===== src/rtl/phy_stats_defs.svh =====
// Offsets, field positions, reset values and timing figures of the statistics register group
`ifndef PHY_STATS_DEFS_SVH
`define PHY_STATS_DEFS_SVH

// Register offsets on the management port
`define REG_PHY_ADDRESS      5'h12
`define REG_FALSE_CARRIER    5'h13
`define REG_DISCONNECT       5'h14
`define REG_ERROR_FRAME      5'h15
`define REG_SYMBOL_ERROR     5'h16
`define REG_EARLY_FRAME_END  5'h17
`define REG_FRAME_END_ERROR  5'h18
`define REG_JABBER           5'h19
`define REG_EQUALIZER        5'h1a
`define REG_LED_SELECT       5'h1b
`define REG_CROSSOVER        5'h1c

// Fixed address value, reset values and the counter full value
`define PHY_ADDRESS_VALUE    16'h0001
`define EQUALIZER_RESET      16'h0000
`define LED_SELECT_RESET     3'h0
`define COUNTER_FULL         16'hffff

// Crossover control field positions
`define XO_AUTO_BIT          7
`define XO_MANUAL_BIT        6
`define XO_STATUS_BIT        5
`define XO_DONE_BIT          4
`define XO_TIMER_MSB         3

// Counter slots and symbol run length
`define NUM_COUNTERS         7
`define SYMBOL_RUN_LAST      3'h5

// Slot time figures
`define CLK_PERIOD_NS        8
`define SLOT_MIN_MS          80
`define SLOT_MAX_MS          105
`define NS_PER_MS            1000000
`define SLOT_CODE_STEPS      15

`endif


===== src/rtl/phy_stats_pkg.sv =====
// Types shared by the statistics register group
package phy_stats_pkg;

   // Crossover resolution states
   typedef enum logic [1:0] {
      xo_manual,
      xo_hunt,
      xo_locked
   } xover_state_e;

   typedef logic [15:0] reg_word_t;

endpackage : phy_stats_pkg


===== src/rtl/sat_rc_counter.sv =====
// Saturating event counter that clears on a management read
`timescale 1ns/1ps
`include "phy_stats_defs.svh"

module sat_rc_counter
   import phy_stats_pkg::*;
(
   input  wire logic      clk,
   input  wire logic      reset,
   input  wire logic      inc,
   input  wire logic      clr,
   output reg_word_t      count
);

   reg_word_t count_r;
   reg_word_t count_nxt;

   // Read clears, but an event in the same cycle is kept as one count
   always_comb begin
      count_nxt = count_r;
      if (clr) begin
         count_nxt = inc ? 16'h0001 : 16'h0000;
      end else if (inc && count_r != `COUNTER_FULL) begin
         count_nxt = count_r + 16'h0001;
      end
   end

   // Counter state, cleared at reset
   always_ff @(posedge clk or posedge reset) begin
      if (reset) begin
         count_r <= 16'h0000;
      end else begin
         count_r <= count_nxt;
      end
   end

   assign count = count_r;

endmodule : sat_rc_counter


===== src/rtl/phy_stats_regs.sv =====
// Statistics, LED select and crossover control registers of the PHY management space
`timescale 1ns/1ps
`include "phy_stats_defs.svh"

module phy_stats_regs
   import phy_stats_pkg::*;
#(
   parameter int SLOT_MIN_CYCLES = `SLOT_MIN_MS * (`NS_PER_MS / `CLK_PERIOD_NS),
   parameter int SLOT_MAX_CYCLES = `SLOT_MAX_MS * (`NS_PER_MS / `CLK_PERIOD_NS)
)
(
   input  wire logic        clk,
   input  wire logic        reset,
   input  wire logic [4:0]  mgmt_addr,
   input  wire logic        mgmt_rd,
   input  wire logic        mgmt_wr,
   input  wire logic [15:0] mgmt_wdata,
   output reg_word_t        mgmt_rdata,
   output logic             mgmt_rvalid,
   input  wire logic        false_carrier_evt,
   input  wire logic        disconnect_evt,
   input  wire logic        rx_frame_active,
   input  wire logic        rx_symbol_valid,
   input  wire logic        rx_symbol_err,
   input  wire logic        early_end_evt,
   input  wire logic        frame_end_err_evt,
   input  wire logic        jabber_evt,
   input  wire logic        link_up,
   input  wire logic        speed_100,
   input  wire logic        activity,
   input  wire logic        collision,
   output logic             activity_led_n,
   output logic             link_led_n,
   output logic             mdix_select
);

   // True for the seven counter offsets
   function automatic logic is_counter(input logic [4:0] a);
      return (a >= `REG_FALSE_CARRIER) && (a <= `REG_JABBER);
   endfunction : is_counter

   // Counter slot index from an offset
   function automatic logic [2:0] counter_slot(input logic [4:0] a);
      logic [4:0] d;
      d = a - `REG_FALSE_CARRIER;
      return d[2:0];
   endfunction : counter_slot

   logic [`NUM_COUNTERS-1:0] cnt_inc;
   logic [`NUM_COUNTERS-1:0] cnt_clr;
   reg_word_t                cnt_val [`NUM_COUNTERS];

   logic [2:0]   sym_run_r;
   logic [2:0]   sym_run_nxt;
   logic         frame_err_r;
   logic         frame_err_nxt;
   logic         sym_inc;
   logic         err_frame_inc;
   logic         bad_symbol;
   logic         err_now;

   // Frame error tracking and symbol run counting
   always_comb begin
      bad_symbol    = rx_frame_active && rx_symbol_valid && rx_symbol_err;
      err_now       = bad_symbol || (rx_frame_active && early_end_evt);
      sym_inc       = 1'b0;
      sym_run_nxt   = sym_run_r;
      err_frame_inc = err_now && !frame_err_r;
      frame_err_nxt = rx_frame_active && (frame_err_r || err_now);
      if (!rx_frame_active) begin
         sym_run_nxt = 3'h0;
      end else if (rx_symbol_valid) begin
         if (!rx_symbol_err) begin
            sym_run_nxt = 3'h0;
         end else if (sym_run_r == `SYMBOL_RUN_LAST) begin
            sym_run_nxt = 3'h0;
            sym_inc     = 1'b1;
         end else begin
            sym_run_nxt = sym_run_r + 3'h1;
         end
      end
   end

   // Frame tracking state
   always_ff @(posedge clk or posedge reset) begin
      if (reset) begin
         sym_run_r   <= 3'h0;
         frame_err_r <= 1'b0;
      end else begin
         sym_run_r   <= sym_run_nxt;
         frame_err_r <= frame_err_nxt;
      end
   end

   assign cnt_inc = {jabber_evt, frame_end_err_evt, early_end_evt, sym_inc,
                     err_frame_inc, disconnect_evt, false_carrier_evt};

   generate
      for (genvar i = 0; i < `NUM_COUNTERS; i++) begin : g_cnt
         assign cnt_clr[i] = mgmt_rd && is_counter(mgmt_addr)
                             && (counter_slot(mgmt_addr) == 3'(i));
         sat_rc_counter u_cnt (
            .clk   (clk),
            .reset (reset),
            .inc   (cnt_inc[i]),
            .clr   (cnt_clr[i]),
            .count (cnt_val[i])
         );
      end
   endgenerate

   reg_word_t    eq_r;
   reg_word_t    eq_nxt;
   logic [2:0]   led_sel_r;
   logic [2:0]   led_sel_nxt;
   logic [7:0]   xo_hi_r;
   logic [7:0]   xo_hi_nxt;
   logic         auto_en_r;
   logic         auto_en_nxt;
   logic         manual_x_r;
   logic         manual_x_nxt;
   logic [3:0]   slot_code_r;
   logic [3:0]   slot_code_nxt;

   // Writable fields
   always_comb begin
      eq_nxt        = eq_r;
      led_sel_nxt   = led_sel_r;
      xo_hi_nxt     = xo_hi_r;
      auto_en_nxt   = auto_en_r;
      manual_x_nxt  = manual_x_r;
      slot_code_nxt = slot_code_r;
      if (mgmt_wr) begin
         unique case (mgmt_addr)
            `REG_EQUALIZER:  eq_nxt = mgmt_wdata;
            `REG_LED_SELECT: led_sel_nxt = mgmt_wdata[2:0];
            `REG_CROSSOVER: begin
               xo_hi_nxt     = mgmt_wdata[15:8];
               auto_en_nxt   = mgmt_wdata[`XO_AUTO_BIT];
               manual_x_nxt  = mgmt_wdata[`XO_MANUAL_BIT];
               slot_code_nxt = mgmt_wdata[`XO_TIMER_MSB:0];
            end
            default: eq_nxt = eq_r;
         endcase
      end
   end

   always_ff @(posedge clk or posedge reset) begin
      if (reset) begin
         eq_r        <= `EQUALIZER_RESET;
         led_sel_r   <= `LED_SELECT_RESET;
         xo_hi_r     <= 8'h00;
         auto_en_r   <= 1'b0;
         manual_x_r  <= 1'b0;
         slot_code_r <= 4'h0;
      end else begin
         eq_r        <= eq_nxt;
         led_sel_r   <= led_sel_nxt;
         xo_hi_r     <= xo_hi_nxt;
         auto_en_r   <= auto_en_nxt;
         manual_x_r  <= manual_x_nxt;
         slot_code_r <= slot_code_nxt;
      end
   end

   xover_state_e xo_state_r;
   xover_state_e xo_state_nxt;
   logic         mdix_r;
   logic         mdix_nxt;
   logic [23:0]  slot_cnt_r;
   logic [23:0]  slot_cnt_nxt;
   logic [31:0]  slot_limit;
   logic         xo_done;

   // slot length scales linearly with the timer code
   assign slot_limit = 32'(SLOT_MIN_CYCLES)
                     + (32'(SLOT_MAX_CYCLES - SLOT_MIN_CYCLES) * {28'h0, slot_code_r})
                       / 32'(`SLOT_CODE_STEPS);
   assign xo_done = (xo_state_r != xo_hunt);

   // Crossover resolution: toggle pairs each slot until link comes up
   always_comb begin
      xo_state_nxt = xo_state_r;
      mdix_nxt     = mdix_r;
      slot_cnt_nxt = slot_cnt_r;
      unique case (xo_state_r)
         xo_manual: begin
            mdix_nxt     = manual_x_r;
            slot_cnt_nxt = 24'h0;
            if (auto_en_r) begin
               xo_state_nxt = xo_hunt;
            end
         end
         xo_hunt: begin
            if (!auto_en_r) begin
               xo_state_nxt = xo_manual;
            end else if (link_up) begin
               xo_state_nxt = xo_locked;
            end else if ({8'h0, slot_cnt_r} >= slot_limit - 32'h1) begin
               mdix_nxt     = !mdix_r;
               slot_cnt_nxt = 24'h0;
            end else begin
               slot_cnt_nxt = slot_cnt_r + 24'h1;
            end
         end
         xo_locked: begin
            slot_cnt_nxt = 24'h0;
            if (!auto_en_r) begin
               xo_state_nxt = xo_manual;
            end else if (!link_up) begin
               xo_state_nxt = xo_hunt;
            end
         end
      endcase
   end

   // Crossover state
   always_ff @(posedge clk or posedge reset) begin
      if (reset) begin
         xo_state_r <= xo_manual;
         mdix_r     <= 1'b0;
         slot_cnt_r <= 24'h0;
      end else begin
         xo_state_r <= xo_state_nxt;
         mdix_r     <= mdix_nxt;
         slot_cnt_r <= slot_cnt_nxt;
      end
   end

   assign mdix_select = mdix_r;

   reg_word_t rdata_r;
   reg_word_t rdata_nxt;
   logic      rvalid_r;
   logic      act_led_n_r;
   logic      act_led_n_nxt;
   logic      link_led_n_r;
   logic      link_led_n_nxt;

   // Read mux and LED selection
   always_comb begin
      rdata_nxt = 16'h0000;
      if (is_counter(mgmt_addr)) begin
         rdata_nxt = cnt_val[counter_slot(mgmt_addr)];
      end else begin
         unique case (mgmt_addr)
            `REG_PHY_ADDRESS: rdata_nxt = `PHY_ADDRESS_VALUE;
            `REG_EQUALIZER:   rdata_nxt = eq_r;
            `REG_LED_SELECT:  rdata_nxt = {13'h0, led_sel_r};
            `REG_CROSSOVER:   rdata_nxt = {xo_hi_r, auto_en_r, manual_x_r,
                                           mdix_r, xo_done, slot_code_r};
            default:          rdata_nxt = 16'h0000;
         endcase
      end
      unique case (led_sel_r)
         3'h0, 3'h3: act_led_n_nxt = !activity;
         3'h1, 3'h2: act_led_n_nxt = !speed_100;
         3'h4, 3'h5: act_led_n_nxt = 1'b1;
         3'h6, 3'h7: act_led_n_nxt = 1'b0;
      endcase
      unique case (led_sel_r)
         3'h0, 3'h2: link_led_n_nxt = !link_up;
         3'h1, 3'h3: link_led_n_nxt = !collision;
         3'h4, 3'h6: link_led_n_nxt = 1'b1;
         3'h5, 3'h7: link_led_n_nxt = 1'b0;
      endcase
   end

   // Read data and LED outputs
   always_ff @(posedge clk or posedge reset) begin
      if (reset) begin
         rdata_r      <= 16'h0000;
         rvalid_r     <= 1'b0;
         act_led_n_r  <= 1'b1;
         link_led_n_r <= 1'b1;
      end else begin
         rdata_r      <= mgmt_rd ? rdata_nxt : rdata_r;
         rvalid_r     <= mgmt_rd;
         act_led_n_r  <= act_led_n_nxt;
         link_led_n_r <= link_led_n_nxt;
      end
   end

   assign mgmt_rdata     = rdata_r;
   assign mgmt_rvalid    = rvalid_r;
   assign activity_led_n = act_led_n_r;
   assign link_led_n     = link_led_n_r;
endmodule : phy_stats_regs


===== config.mk =====
export PLATFORM = sky130hd
export DESIGN_NAME = phy_stats_regs
export DESIGN_NICKNAME = d
export VERILOG_FILES = /design/src/rtl/phy_stats_pkg.sv /design/src/rtl/sat_rc_counter.sv /design/src/rtl/phy_stats_regs.sv
export VERILOG_INCLUDE_DIRS = /design/src /design/src/rtl
export SDC_FILE = /design/constraint.sdc
export NUM_CORES = 1
export LEC_CHECK = 0
export BUFFER_PORTS_ARGS = -buffer_cell sky130_fd_sc_hd__buf_2
export CAP_MARGIN = 20
export CORE_MARGIN = 2
export CORE_UTILIZATION = 50
export DETAILED_ROUTE_END_ITERATION = 8
export PLACE_DENSITY_LB_ADDON = 0.05
export SYNTH_ARGS = -nofsm -noshare
export SYNTH_HDL_FRONTEND = slang
export SYNTH_SLANG_ARGS = --single-unit

===== constraint.sdc =====
create_clock -name clk -period 23.2 [get_ports clk]
set_input_delay 0 -clock clk [delete_from_list [all_inputs] [get_ports clk]]
set_output_delay 0 -clock clk [all_outputs]
set_load 0.02 [all_outputs]

==> impl_results.md <==
* Synthesis warning total at 0
* Critical path required time at 23.58 ns
* Post-synthesis sequential area ratio at 0.208
* Final hold viol count at 0
* Most area-hungry cell type in the Yosys netlist: sky130_fd_sc_hd__dfrtp_1
* Width of the chip at 221 um
* Delay contributed by the slowest stage of the critical path at 0.58 ns
* Status: finished, violations left
* Gp weighted congestion at 0.982
* Synth Instances at 2,989
* Die footprint at 48,700 um^2
* Vias/cell at 6.17
* Number of global-route vias before repair at 27.1k
* Number of DRC violations after detailed-routing iteration 0 at 2,624
* Reg area at 4890 um^2
* Routed via count at 28.1k
* Hold Crit Class: input pin to register
* Layout overhead on the synthesized area at 45.9%
* Post-synth ARST share at 1.00
* Unrepaired setup endpoints after global routing: yes
* CTS clock-pin slew for the worst setup and hold paths at 0.08 ns
* Number of antenna violations at the first check in global routing at 1
* Initial core utilization at 0.505
* Top library cells by usage in the layout, fill and taps aside: sky130_fd_sc_hd__buf_4, sky130_fd_sc_hd__nor2_1, sky130_fd_sc_hd__nand2_1
* Number of synthesized register bits at 195
* Cell mode on critical path: sky130_fd_sc_hd__buf_4
* Clk_lat worst skew at 0.47 ns
* Layout cells sized above 1 at 0.385
* Highest-delay cell along the critical path: sky130_fd_sc_hd__or4_4
* Total half-perimeter wirelength after legalization and detailed placement at 68.3 mm
* Clock Skews at 0.0148 ns
* Type of the worst setup path: register to register
* Most common library cell in the layout ignoring fill and taps: sky130_fd_sc_hd__buf_4
* Global Route Usage Sum at 0.356
* FP Rows at 79
* Core area at 46,500 um^2
* Fill cell count at 3,586
* Summed negative setup slack over all endpoints at -15.17 ns
* Number of detailed-route iterations in the first pass at 9
* EDFF count, synth at 0
* Hold wc startpoint: speed_100
* Footprint of the multi-input gates at 19,700 um^2
* Post-route standard cell area excluding fillers at 34,200 um^2
* Biggest area contributors in the synthesized netlist: sky130_fd_sc_hd__dfrtp_1, sky130_fd_sc_hd__nor2_1, sky130_fd_sc_hd__nand2_1
* Final setup violating endpoints at 25
* Most common flop cell mapped by yosys: sky130_fd_sc_hd__dfrtp_1
* Unique cell type count in the Yosys netlist at 142
* Clock sink count at 195
* Worst reg2reg path startpoint: slot_code_r[1]
* CTS root buf: sky130_fd_sc_hd__clkbuf_16
* Routed wirelength normalized by instance count at 19.5 um
* Remaining global-route overflow at 0
* Worst slew pin tran at 1.09 ns
* Timing startpoint of the critical path: slot_code_r[1]
* Slack of the critical path at -0.705 ns
* Number of buffers created by CTS at 17
* Placed inst area at 31,000 um^2
* Worst Setup End Kind: register
* Total placed cells including tap cells at 4,381
* Wire length of the first global-routing pass at 140 mm
* Max Root-Sink Buffers at 2
* # IOs at 57
* Post-route antenna net violation count at 0
* Violated checks: DRC, setup timing
* DRC viols at 1
* Slew Viols, Final at 0
* Area share of the leading cell type in the synthesized netlist at 0.206
* Final instance count without filler cells at 4,547
* Highest clock frequency the design can meet at 0.0418 GHz
* Pin count of the biggest net entering global routing at 124
* Total length of routed wires at 88.9 mm
* Data arrival time of the worst path at 24.29 ns
* Number of maximum-capacitance constraint violations at 0
* Startpoint Class: register
* Max-Slew Margin vs Limit at 0.270
* Number of nets produced by synthesis at 3,109
* Largest fanout on the critical path at 8
* CTS tree: yes
* Final Net Count at 4,046
* Final period demand of the worst path at 23.90 ns
* Period utilization at 1.03
* Number of I/O port buffers at 56
* WHS at 0.0960 ns
* Chip Height at 221 um
* H-tree depth at 4
* Mapped Avg Cell Area at 7.85 um^2
* Synth Cell Area at 23,500 um^2
==> worst paths after layout <==
check / endpoint / slack [ns] / cells after the start
max: slot_cnt_r[19] / -0.70 / 107
min: activity_led_n / 0.1 / 4
max reg2reg: slot_cnt_r[19] / -0.70 / 107
min reg2reg: eq_r[0] / 0.51 / 1
max in group asynchronous: g_cnt[4].u_cnt.count[6] / 21.42 / 4
min in group asynchronous: g_cnt[1].u_cnt.count[4] / 0.19 / 3
==> routing by layer <==
layer  wire, um  global-route usage  up-vias
li1           -                   -    13200
met1      38200               0.459    13600
met2      43000               0.615     1093
met3       4670              0.0399      193
met4       2990               0.128        0
met5          0                   0        -
==> Yosys cell counts, types with 16 or more instances <==
| cell type | instances |
|---|---|
| sky130_fd_sc_hd__o21ai_0 | 167 |
| sky130_fd_sc_hd__a21o_1 | 34 |
| sky130_fd_sc_hd__o21ai_1 | 27 |
| sky130_fd_sc_hd__or3_1 | 47 |
| sky130_fd_sc_hd__mux2i_1 | 50 |
| sky130_fd_sc_hd__o31ai_1 | 33 |
| sky130_fd_sc_hd__a21oi_1 | 189 |
| sky130_fd_sc_hd__xor2_1 | 108 |
| sky130_fd_sc_hd__and2_1 | 51 |
| sky130_fd_sc_hd__o2111ai_1 | 17 |
| sky130_fd_sc_hd__mux2_2 | 48 |
| sky130_fd_sc_hd__nand2b_1 | 39 |
| sky130_fd_sc_hd__or2_2 | 22 |
| sky130_fd_sc_hd__buf_2 | 31 |
| sky130_fd_sc_hd__xnor2_1 | 103 |
| sky130_fd_sc_hd__o31a_1 | 18 |
| sky130_fd_sc_hd__a211oi_1 | 29 |
| sky130_fd_sc_hd__and3_1 | 81 |
| sky130_fd_sc_hd__nand2_1 | 265 |
| sky130_fd_sc_hd__inv_1 | 54 |
| sky130_fd_sc_hd__nor2_1 | 329 |
| sky130_fd_sc_hd__o21a_1 | 16 |
| sky130_fd_sc_hd__clkbuf_1 | 84 |
| sky130_fd_sc_hd__o211ai_1 | 42 |
| sky130_fd_sc_hd__ha_1 | 75 |
| sky130_fd_sc_hd__nand4_1 | 54 |
| sky130_fd_sc_hd__nor3_1 | 89 |
| sky130_fd_sc_hd__a31oi_1 | 31 |
| sky130_fd_sc_hd__dfrtp_1 | 193 |
| sky130_fd_sc_hd__mux4_2 | 16 |
| sky130_fd_sc_hd__nor4_1 | 37 |
| sky130_fd_sc_hd__nor2b_1 | 26 |
| sky130_fd_sc_hd__nand3_1 | 125 |
==> what timing repair did <==
| item | in CTS | in global routing |
|---|---|---|
| setup endpoints to repair | 25 | 25 |
| cloned | 4 | 2 |
| pin swaps | 118 | 29 |
| hold endpoints to repair | 171 | 0 |
| gates resized for setup | 207 | 99 |
| hold buffers | 33 | 0 |
| setup buffers | 71 | 23 |
==> state kept, by name (all words and copies together), names as in the netlist <==
signal,count
link_led_n,1
mgmt_rdata,16
activity_led_n,1
mdix_select,1
xo_hi_r,8
slot_cnt_r,24
frame_err_r,1
eq_r,16
mgmt_rvalid,1
led_sel_r,3
manual_x_r,1
auto_en_r,1
sym_run_r,3
slot_code_r,4
g_cnt.u_cnt.count,112
xo_state_r,2
==> cell families after synthesis <==
family                   synth area share
AO/OA/AOI/OAI                       0.275
XOR/XNOR                           0.0847
adder cells (fa/ha/maj)            0.0473
buffers and inverters              0.0349
flip-flops                          0.208
multiplexers                       0.0623
other                            0.000160
AND/OR/NAND/NOR                     0.287
==> layout make-up <==
cell class,count,share of cell area
Antenna cell,1,0.0000731
Timing Repair Buffer,1047,0.235
Inverter,58,0.00658
Clock inverter,15,0.00578
Sequential cell,195,0.143
Tap cell,607,0.0222
Clock buffer,17,0.0124
Multi-Input combinational cell,2607,0.575
==> worst max-delay path: cells and delay by family (launching register included) <==
kind                     cells  cell delay [ns]
AO/OA/AOI/OAI               42             7.99
XOR/XNOR                     3             0.39
adder cells (fa/ha/maj)      6             2.01
buffers and inverters       19             2.73
flip-flops                   1             0.42
multiplexers                 3             0.88
AND/OR/NAND/NOR             34             9.37
==> stage by stage <==
stage	utilization	setup slack, ns
finish	0.737	-0.705
global route	0.737	-1.65
CTS	0.722	-0.148
detailed placement	0.668	-1.42
global placement	0.668	-1.20
floorplan	-	-0.492
Power is not shown: default switching activity piles up to over one toggle a cycle in this logic, so the estimate is an artifact.
